===== src/hw/pixel_port_pkg.sv =====
// Constants and types shared by the pixel port formatter files
package pixel_port_pkg;
   // Register map, byte addresses
   localparam logic [7:0] CTRL_OFFSET   = 8'h00;
   localparam logic [7:0] STATUS_OFFSET = 8'h04;
   localparam logic [7:0] RXCNT_OFFSET  = 8'h08;
   // Control field positions
   localparam int FMT_LSB    = 0;
   localparam int INMODE_LSB = 4;
   localparam int DESEL_BIT  = 6;
   localparam int ENABLE_BIT = 7;
   localparam logic [31:0] CTRL_RESET = 32'h0000_0000;
   // Status field positions
   localparam int ST_PHASE_BIT = 0;
   localparam int ST_CLK_BIT   = 1;
   localparam int ST_FMT_LSB   = 4;
   // Pixel clock timing
   localparam int CLK_PERIOD_NS = 50;
   localparam int PIX_HALF_NS   = 100;
   localparam int PIX_HALF_CYC  =
      (PIX_HALF_NS + CLK_PERIOD_NS - 1) / CLK_PERIOD_NS;
   localparam logic [7:0] HALF_LAST = 8'(PIX_HALF_CYC - 1);
   // Port geometry
   localparam int PIN_W  = 41;
   localparam int LINK_W = PIN_W + 3;
   typedef enum logic [2:0] {FMT_SDR16, FMT_SDR20, FMT_SDR24, FMT_SDR30,
                             FMT_DDR8, FMT_DDR10, FMT_DDR12} out_fmt_e;
   typedef enum logic [1:0] {IN_NONE, IN_TUNER, IN_RX24, IN_RX16}
      in_mode_e;
   typedef enum logic {PH_FIRST, PH_SECOND} phase_e;
endpackage


===== src/hw/rx_link_sampler.sv =====
// Synchroniser and capture for the receiver link pins
`timescale 1ns/1ps
module rx_link_sampler
   import pixel_port_pkg::*;
(
   input  wire logic                ref_clk,
   input  wire logic                srst,
   input  wire logic                linkClk,
   input  wire logic [LINK_W-1:0]   linkData,
   output logic      [LINK_W-1:0]   capData,
   output logic                     capValid,
   output logic                     clkLevel
);
   typedef struct packed {
      logic [LINK_W-1:0] d1;
      logic [LINK_W-1:0] d2;
      logic              c1;
      logic              c2;
      logic              c3;
      logic [LINK_W-1:0] cap;
      logic              vld;
   } smp_s;

   smp_s cur;
   smp_s next_cur;

   // First stages feed only the second; edge found on settled copies
   always_comb
   begin
      next_cur = cur;
      next_cur.d1 = linkData;
      next_cur.d2 = cur.d1;
      next_cur.c1 = linkClk;
      next_cur.c2 = cur.c1;
      next_cur.c3 = cur.c2;
      next_cur.vld = cur.c2 & ~cur.c3;
      // Data and clock share the same delay, so they stay aligned
      if (cur.c2 & ~cur.c3)
      begin
         next_cur.cap = cur.d2;
      end
   end

   always_ff @(posedge ref_clk)
   begin
      if (srst)
      begin
         cur <= '0;
      end
      else
      begin
         cur <= next_cur;
      end
   end

   assign capData  = cur.cap;
   assign capValid = cur.vld;
   assign clkLevel = cur.c3;
endmodule


===== src/hw/pixel_port_formatter.sv =====
// Pixel port formatter: output layouts, receiver input, APB registers
//
// Local design decisions: the address map and the APB register port.
`timescale 1ns/1ps
module pixel_port_formatter
   import pixel_port_pkg::*;
(
   input  wire logic                    ref_clk,
   input  wire logic                    srst,
   input  wire logic                    psel,
   input  wire logic                    penable,
   input  wire logic                    pwrite,
   input  wire logic [7:0]              paddr,
   input  wire logic [31:0]             pwdata,
   output logic      [31:0]             prdata,
   output logic                         pready,
   output logic                         pslverr,
   input  wire logic [9:0]              vidCh1,
   input  wire logic [9:0]              vidCh2,
   input  wire logic [9:0]              vidCh3,
   input  wire logic                    vidHs,
   input  wire logic                    vidVs,
   input  wire logic                    vidField,
   input  wire logic                    vidDe,
   output logic                         sampleTake,
   input  wire logic [pixel_port_pkg::PIN_W-1:0] pixelIn,
   output logic      [pixel_port_pkg::PIN_W-1:0] pixelOut,
   output logic      [pixel_port_pkg::PIN_W-1:0] pixelOe,
   output logic                         pixClk,
   output logic                         hsOut,
   output logic                         vsOut,
   output logic                         fieldDeOut,
   input  wire logic                    rxClkPin,
   input  wire logic                    rxHsPin,
   input  wire logic                    rxVsPin,
   input  wire logic                    rxDePin,
   output logic      [9:0]              rxCh1,
   output logic      [9:0]              rxCh2,
   output logic      [9:0]              rxCh3,
   output logic                         rxHs,
   output logic                         rxVs,
   output logic                         rxDe,
   output logic                         rxValid
);
   typedef struct packed {
      logic [31:0]      ctrl;
      logic [15:0]      rxCount;
      logic [7:0]       divCnt;
      phase_e           phase;
      logic [29:0]      held;
      logic [PIN_W-1:0] pOut;
      logic [PIN_W-1:0] pOe;
      logic             pClk;
      logic             hs;
      logic             vs;
      logic             fd;
      logic             take;
      logic [9:0]       r1;
      logic [9:0]       r2;
      logic [9:0]       r3;
      logic             rhs;
      logic             rvs;
      logic             rde;
      logic             rvld;
      logic [31:0]      rdata;
      logic             rdy;
      logic             err;
   } fmt_s;

   fmt_s cur;
   fmt_s next_cur;

   logic [LINK_W-1:0] capData;
   logic              capValid;
   logic              linkLevel;

   // All link pins pass the two-stage synchroniser first
   rx_link_sampler rx_link_sampler_inst
   (
      .ref_clk  (ref_clk),
      .srst     (srst),
      .linkClk  (rxClkPin),
      .linkData ({rxHsPin, rxVsPin, rxDePin, pixelIn}),
      .capData  (capData),
      .capValid (capValid),
      .clkLevel (linkLevel)
   );

   // Format actually used; receiver modes force 16-bit output
   function automatic out_fmt_e effFmt(input logic [2:0] f,
                                       input in_mode_e m);
      out_fmt_e r;
      r = out_fmt_e'(f);
      if (f > 3'(FMT_DDR12))
      begin
         r = FMT_SDR16;
      end
      if (m == IN_RX24 || m == IN_RX16)
      begin
         r = FMT_SDR16;
      end
      if (m == IN_TUNER && (r == FMT_SDR24 || r == FMT_SDR30 ||
                            r == FMT_DDR12))
      begin
         r = FMT_SDR16;
      end
      return r;
   endfunction

   // Place one word or one DDR half on the pins
   function automatic logic [PIN_W-1:0] mapOut(input out_fmt_e f,
                                               input logic half,
                                               input logic [29:0] s);
      logic [PIN_W-1:0] p;
      logic [9:0]       c1;
      logic [9:0]       c2;
      logic [9:0]       c3;
      logic [11:0]      w;
      p  = '0;
      c1 = s[29:20];
      c2 = s[19:10];
      c3 = s[9:0];
      // Two 12-bit halves carry only 24 of the 30 source bits, so 12-bit DDR drops c3 low bits
      w  = half ? {c2[7:0], c3[9:6]} : {c1, c2[9:8]};
      unique case (f)
         FMT_SDR16:
         begin
            p[19:12] = c1[9:2];
            p[9:2]   = c2[9:2];
         end
         FMT_SDR20:
         begin
            p[19:10] = c1;
            p[9:0]   = c2;
         end
         FMT_SDR24:
         begin
            p[19:12] = c1[9:2];
            p[9:2]   = c2[9:2];
            p[29:22] = c3[9:2];
         end
         FMT_SDR30:
         begin
            p[19:10] = c1;
            p[9:0]   = c2;
            p[29:20] = c3;
         end
         FMT_DDR8:
         begin
            p[19:12] = half ? c2[9:2] : c1[9:2];
         end
         FMT_DDR10:
         begin
            p[19:10] = half ? c2 : c1;
         end
         FMT_DDR12:
         begin
            p[19:12] = w[7:0];
            p[9:6]   = w[11:8];
         end
      endcase
      return p;
   endfunction

   // Pins driven in each mode; upper pins turn round for input
   function automatic logic [PIN_W-1:0] mapOe(input logic en,
                                              input in_mode_e m);
      logic [PIN_W-1:0] e;
      e = en ? {PIN_W{1'b1}} : '0;
      e[30] = 1'b0;
      if (m != IN_NONE)
      begin
         e[40:20] = '0;
      end
      if (m == IN_RX24)
      begin
         e[11:10] = 2'b00;
         e[1:0]   = 2'b00;
      end
      return e;
   endfunction

   in_mode_e  mode;
   out_fmt_e  fmt;
   logic      isDdr;
   logic      halfDone;
   logic      access;
   logic [29:0] fresh;

   assign mode     = in_mode_e'(cur.ctrl[INMODE_LSB +: 2]);
   assign fmt      = effFmt(cur.ctrl[FMT_LSB +: 3], mode);
   assign isDdr    = (fmt == FMT_DDR8 || fmt == FMT_DDR10 ||
                      fmt == FMT_DDR12);
   assign halfDone = (cur.divCnt == HALF_LAST);
   assign access   = psel & penable;
   assign fresh    = {vidCh1, vidCh2, vidCh3};

   // Next state: pixel clock, output word, receiver decode, registers
   always_comb
   begin
      next_cur = cur;
      next_cur.take = 1'b0;
      next_cur.rvld = 1'b0;
      next_cur.pOe  = mapOe(cur.ctrl[ENABLE_BIT], mode);
      next_cur.divCnt = halfDone ? 8'h00 : cur.divCnt + 8'h01;
      if (!cur.ctrl[ENABLE_BIT])
      begin
         next_cur.pClk   = 1'b0;
         next_cur.phase  = PH_FIRST;
         next_cur.divCnt = 8'h00;
      end
      else if (halfDone)
      begin
         unique case (cur.phase)
            PH_FIRST:
            begin
               // Rising edge: new pixel, timing launched with it
               next_cur.pClk  = 1'b1;
               next_cur.phase = PH_SECOND;
               next_cur.held  = fresh;
               next_cur.take  = 1'b1;
               next_cur.pOut  = mapOut(fmt, 1'b0, fresh);
               next_cur.hs    = vidHs;
               next_cur.vs    = vidVs;
               next_cur.fd    = cur.ctrl[DESEL_BIT] ? vidDe : vidField;
            end
            PH_SECOND:
            begin
               // Falling edge: second half of the same pixel
               next_cur.pClk  = 1'b0;
               next_cur.phase = PH_FIRST;
               if (isDdr)
               begin
                  next_cur.pOut = mapOut(fmt, 1'b1, cur.held);
               end
            end
         endcase
      end

      // Receiver and tuner words, unpacked per input mode
      if (capValid && mode != IN_NONE)
      begin
         next_cur.rvld    = 1'b1;
         next_cur.rxCount = cur.rxCount + 16'h0001;
         next_cur.rhs = capData[PIN_W + 2];
         next_cur.rvs = capData[PIN_W + 1];
         next_cur.rde = capData[PIN_W];
         next_cur.r2  = '0;
         next_cur.r3  = '0;
         unique case (mode)
            IN_TUNER:
            begin
               next_cur.r1 = capData[40:31];
            end
            IN_RX24:
            begin
               next_cur.r1 = {capData[40:33], 2'b00};
               next_cur.r2 = {capData[29:22], 2'b00};
               next_cur.r3 = {capData[32:31], capData[11:10],
                              capData[21:20], capData[1:0], 2'b00};
            end
            IN_RX16:
            begin
               next_cur.r1 = {capData[40:33], 2'b00};
               next_cur.r2 = {capData[32:31], capData[29:24], 2'b00};
            end
            default:
            begin
               next_cur.r1 = '0;
            end
         endcase
      end

      // APB: one wait state, then the access completes
      next_cur.rdy = access & ~cur.rdy;
      next_cur.err = 1'b0;
      if (access && !cur.rdy)
      begin
         next_cur.rdata = '0;
         unique case (paddr)
            CTRL_OFFSET:
            begin
               next_cur.rdata = cur.ctrl;
            end
            STATUS_OFFSET:
            begin
               next_cur.rdata[ST_PHASE_BIT] = cur.pClk;
               next_cur.rdata[ST_CLK_BIT]   = linkLevel;
               next_cur.rdata[ST_FMT_LSB +: 3] = fmt;
            end
            RXCNT_OFFSET:
            begin
               next_cur.rdata[15:0] = cur.rxCount;
            end
            default:
            begin
               next_cur.err = 1'b1;
            end
         endcase
      end
      // Writes land on the completing edge only
      if (access && cur.rdy && pwrite)
      begin
         if (paddr == CTRL_OFFSET)
         begin
            next_cur.ctrl = {24'h000000, pwdata[7:0]};
         end
         else if (paddr == RXCNT_OFFSET)
         begin
            next_cur.rxCount = {15'h0000, next_cur.rvld}; // Capture wins
         end
      end
      next_cur.err = next_cur.err & ~pwrite | (access & ~cur.rdy &
                     ~(paddr == CTRL_OFFSET || paddr == STATUS_OFFSET ||
                       paddr == RXCNT_OFFSET));
   end

   always_ff @(posedge ref_clk)
   begin
      if (srst)
      begin
         cur      <= '0;
         cur.ctrl <= CTRL_RESET;
      end
      else
      begin
         cur <= next_cur;
      end
   end

   // Every output straight from the state register
   assign prdata     = cur.rdata;
   assign pready     = cur.rdy;
   assign pslverr    = cur.err;
   assign sampleTake = cur.take;
   assign pixelOut   = cur.pOut;
   assign pixelOe    = cur.pOe;
   assign pixClk     = cur.pClk;
   assign hsOut      = cur.hs;
   assign vsOut      = cur.vs;
   assign fieldDeOut = cur.fd;
   assign rxCh1      = cur.r1;
   assign rxCh2      = cur.r2;
   assign rxCh3      = cur.r3;
   assign rxHs       = cur.rhs;
   assign rxVs       = cur.rvs;
   assign rxDe       = cur.rde;
   assign rxValid    = cur.rvld;
endmodule


===== config.mk =====
export PLATFORM = sky130hd
export DESIGN_NAME = pixel_port_formatter
export DESIGN_NICKNAME = d
export VERILOG_FILES = /design/src/hw/pixel_port_pkg.sv /design/src/hw/rx_link_sampler.sv /design/src/hw/pixel_port_formatter.sv
export SDC_FILE = /design/constraint.sdc
export NUM_CORES = 1
export LEC_CHECK = 0
export BUFFER_PORTS_ARGS = -buffer_cell sky130_fd_sc_hd__buf_2
export CAP_MARGIN = 20
export CORE_MARGIN = 1
export CORE_UTILIZATION = 58
export CTS_BUF_LIST = sky130_fd_sc_hd__clkbuf_8
export DETAILED_ROUTE_END_ITERATION = 8
export GPL_TIMING_DRIVEN = 1
export PLACE_DENSITY = 0.88
export RECOVER_POWER = 25
export SLEW_MARGIN = 20
export SYNTH_ARGS = -nofsm -noshare
export SYNTH_HDL_FRONTEND = slang
export SYNTH_SLANG_ARGS = --single-unit

===== constraint.sdc =====
create_clock -name ref_clk -period 4.1 [get_ports ref_clk]
set_input_delay 0.205 -clock ref_clk [delete_from_list [all_inputs] [get_ports ref_clk]]
set_output_delay 0.205 -clock ref_clk [all_outputs]
set_load 0.03 [all_outputs]

---- Word-level counts from Yosys, hierarchy flattened ----
Cells that the tools add are included.
Widths: inputs -> output; s select.
operators by class
  magnitude comparators ................... 1
  add/subtract/negate cells ............... 2
  muxes and demuxes ....................... 37
  equal/unequal tests ..................... 16
  bitwise logic cells ..................... 13
  reductions and logical operators ........ 32
operator list
  cell                   count
  $mux 41                2
  $pmux 41 s2            1
  $mux 16                4
  $pmux 10 s2            2
  $pmux 8 s3             1
  $pmux 9 s2             1
  $add 16x1->16 const B  1
  $mux 8                 2
  $pmux 4 s2             2
  $pmux 8 s2             1
  $reduce_or 2->1        7
  $eq 3x2->1 const B     4
  $eq 3x3->1 const B     4
  $reduce_or 3->1        4
  $mux 10                1
  $mux 2                 5
  $mux 3                 3
  $pmux 3 s3             1
  $add 8x1->8 const B    1
  $eq 8x1->1 const B     1
  $eq 8x3->1 const B     1
  $eq 8x4->1 const B     1
  $logic_not 8->1        1
  $mux 4                 2
  other kinds (21)       48
storage, ports and cells
  word-level logic and storage cells ...... 131
  flip-flop bits (word level) ............. 337
  output and inout bits ................... 155

---- Depth between registers and ports, before layout ----
  depth after elaboration ................. 13
  gate-level depth with buffers ........... 8
  mapped depth without buffers ............ 6

---- Hierarchy ----
A second synthesis with hierarchy kept.
second synthesis, totals
  cells, all modules ...................... 1,416
  area, all modules ....................... 12,841.1 µm²
by module, submodules not included
  module                instances  area an instance (µm²)  sequential area each (µm²)  cells each
  pixel_port_formatter  1          7,847.5                 2,922.8                     978
  rx_link_sampler       1          4,993.5                 2,722.6                     438

---- Least setup slack after synthesis ----
Ideal clock, no wire load.
  path kind ............................... reg2reg
  from .................................... reg cur[186] (netlist name)
  to ...................................... reg cur (netlist bit pixelOut[23])
  stages on the path, launching flop included .. 7
  library setup time ...................... 0.070 ns
  buffers on the path ..................... 1
  path slack .............................. 2.200 ns
  arrival time ............................ 1.830 ns
  cells stage by stage .................... dfxtp_1 > ha_1 > nor3b_1 > nand3_1 > clkbuf_2 > or4_1 > a21oi_1
between the ends
  cells in the longest elaborated chain, start to end .. 2
ends and longest elaborated chain
  element                            RTL line                     RTL
  from (decl)                        pixel_port_formatter.sv:70   fmt_s cur;
  from (signal assigned)             pixel_port_formatter.sv:327  cur <= next_cur;
  $eq 8x1->1                         pixel_port_formatter.sv:194  assign halfDone = (cur.divCnt == HALF_LAST);
  $reduce_and 3->1 (no source line)  -
Every way passes these cells.
A chain may end at the register's enable or synchronous reset.

==> metrics.md <==
| Metric | Value |
|---|---|
| Combinational share of power | 0.055 |
| Number of hold violations in the final report | 0 |
| Clock sink total | 226 |
| Worst-path clk slew | 60 ps |
| Setup WS post-layout | 1410 ps |
| Fmax | 0.3718 GHz |
| Initial Util | 0.5917 |
| Most frequent CP cell | clkbuf_2 |
| Top FF cell, synth | dfxtp_1 |
| First-pass GRT wire length | 38060 um |
| Tot GR Track Use | 0.2680 |
| Post-synth cell types | 62 |
| Mapped Area | 0.009743 mm2 |
| Synth top area share | 0.4644 |
| Nature of the critical path startpoint | primary input |
| Final setup viols | 0 |
| Die extent in x | 131.6 um |
| Top-Level Pins | 279 |
| Htree depth | 2 |
| GRT met1 Usage | 0.3160 |
| Initial antenna violation count | 0 |
| Number of global-route vias before repair | 7924 |
| Endpoint class of the critical path | flop |
| Final Cycle Share | 0.6560 |
| Pleak | 4.434 nW |
| Post-DRT Antenna Nets | 0 |
| TritonCTS clock tree | built |
| Post-synth EDFFs | 0 |
| Worst VDD drop | 0.0003097 V |
| Slew Viols, Final | 99 |
| Power per cell area | 379.0 mW/mm2 |
| Failing checks | capacitance limit, slew limit |
| Setup TNS | 0 ps |
| Net Sw Frac | 0.2357 |
| Sequential cell area | 0.004524 mm2 |
| Max incr delay on CP | 1370 ps |
| Vias per inst | 5.540 |
| Post-synth ARST share | 0 |
| Num rows | 47 |
| Cell Chain, Critical Path | clkbuf_2, clkbuf_2, nor2b_1, and2_1 |
| Largest net degree at the start of global routing | 99 |
| Seq cells post-synth | 226 |
| DRC viols | 0 |
| Post-Syn Instances | 1121 |
| Met3 usage | 0.06211 |
| Wire per inst | 15.75 um |
| RSZ-0062 raised after global routing | no |
| Flop pwr share | 0.531 |
| Clk_lat worst skew | 530 ps |
| Worst slew pin tran | 1992 ps |
| Leading post-synthesis cells by instance count | dfxtp_1, nand2_1, buf_4 |
| ANT cells | 0 |
| Internal power | 3.220 mW |
| Die ar. | 0.01732 mm2 |
| Status | finished, violations left |
| Crit path DAT | 3120 ps |
| Tightest Hold Check Type | in -> reg |
| Switching power | 993.2 uW |
| Crit path kind | in -> reg |
| Pre-antenna DRT Iters | 5 |
| Clock power frac | 0.415 |
| Die height | 131.6 um |
| GR Layer Usage met2 | 0.4536 |
| Busiest grt layer | met2 |
| Final hold slack | 43.12 ps |
| Inserted Clock Buffers | 36 |
| Max Fanout on Critical Path | 98 |
| Clock Tree Buf Depth | 3 |
| Top cells by area, synth | dfxtp_1, buf_4, a21oi_1 |
| Slowest CP cell | clkbuf_2 |
| Count leader, synth | dfxtp_1 |
| IO buf count | 205 |
| Max-cap viol count | 1 |
| Layout cells sized above 1 | 0.1997 |
| Root Driver | clkbuf_8 |
| Gpl congestion | 0.8703 |
| Final Skew | 20.64 ps |
| Relative slew slack | -0.3283 |
| CTS resizes | 0 |
| Total wire length | 23500 um |
| Area Growth Syn to Fin | 14.10% |
| Via count | 8265 |
| Post-Syn Area per Cell | 8.691 um2 |
| Synth area leader | dfxtp_1 |
| CP Data Required Time | 4530 ps |
| Initial DRC count | 818 |
| Core Box Area | 0.01647 mm2 |
| DP HPWL | 14180 um |
| Warnings from Yosys | 0 |
| Overflow after GRT | 0 |
| Seq/Total Area, Yosys | 0.4644 |
| Multi-input logic area | 0.003915 mm2 |
| Worst slack, placed | 1595 ps |
| Fin crit period | 2690 ps |
| Net count, final | 1377 |
| # fillers | 1260 |
-- critical path, delay by kind of cell --
family	cells	cell delay [ps]
simple gates	2	350
buf+inv	2	2500
-- placed cells by master, fill, tap and decap left out, types with 8 or more instances in the layout --
cell	n
a211oi_1	9
a21oi_1	111
a221oi_1	9
a22oi_1	26
and4_1	8
buf_2	178
buf_4	11
clkbuf_1	26
clkbuf_8	40
conb_1	32
dfxtp_1	226
dlygate4sd3_1	63
inv_1	25
mux2i_1	25
nand2_1	148
nand3_1	27
nand4_1	15
nor2_1	76
nor2b_1	58
nor3_1	8
o211ai_1	9
o21ai_0	29
or4_1	12
xnor2_1	8
xor2_1	9
-- final timing paths --
path | start | cells past startpoint | slack, ps | to
worst max-delay path | srst | 4 | 1410 | rx_link_sampler_inst.capValid
worst min-delay path | paddr[1] | 3 | 40 | pslverr
worst max register to register | cur[186] | 5 | 1470 | pixelOut[8]
worst min register to register | rx_link_sampler_inst.cur[47] | 1 | 430 | rx_link_sampler_inst.cur[46]
-- power groups by stage --
stage | logic, mW | registers (mW) | clock network [mW]
4_1_cts | 0.223 | 2.24 | 1.77
3_5_place_dp | 0.175 | 2.28 | 0
2_1_floorplan | 0.139 | 2.28 | 0
6_report | 0.230 | 2.24 | 1.75
3_3_place_gp | 0.174 | 2.28 | 0
5_1_grt | 0.246 | 2.24 | 1.89
-- through the flow --
step	std cells	util	power, mW	area, um2
finish	1492	0.6752	4.213	11120
global route	1492	0.6752	4.377	11120
CTS	1492	0.6774	4.233	11150
detailed placement	1369	0.5998	2.458	9877
global placement	1369	0.5998	2.456	9877
floorplan	1152	-	2.420	9859
-- sequential cells by signal, indices dropped and copies added (netlist names), 8 cells and up --
| signal | flops |
|---|---|
| rxCh3 | 8 |
| rx_link_sampler_inst.capData | 27 |
| prdata | 16 |
| cur | 55 |
| rx_link_sampler_inst.cur | 56 |
| pixelOut | 30 |
| rxCh1 | 10 |
| rxCh2 | 8 |
-- per-layer routing --
layer | share of wire | routed length, um
met3 | 0.072 | 1699
met2 | 0.49 | 11470
met1 | 0.40 | 9389
met5 | 0 | 0
met4 | 0.040 | 948
-- what timing repair did --
action / CTS / global route
setup buffers: 0 / 0
hold buffers: 63 / 0
hold endpoints to repair: 68 / 0
-- cell type report --
class                      count  share of cell area
tap                          220             0.02476
sequential                   226              0.4070
inverter                      12            0.004052
clock buffer                  40             0.04952
timing repair buffer         280              0.1540
clock inverter                20            0.008554
multi-input combinational    694              0.3522
-- cell families after synthesis --
logic type / Yosys count / share of synthesized area
simple gates: 385 / 0.1953
buf+inv: 232 / 0.1469
compound gates: 227 / 0.1424
flops: 226 / 0.4644
mux: 30 / 0.03146
xor+xnor: 17 / 0.01528
fa+ha+maj: 3 / 0.003853
other cells: 1 / 0.0003849
No activity file was read; power rests on OpenSTA's default activity.
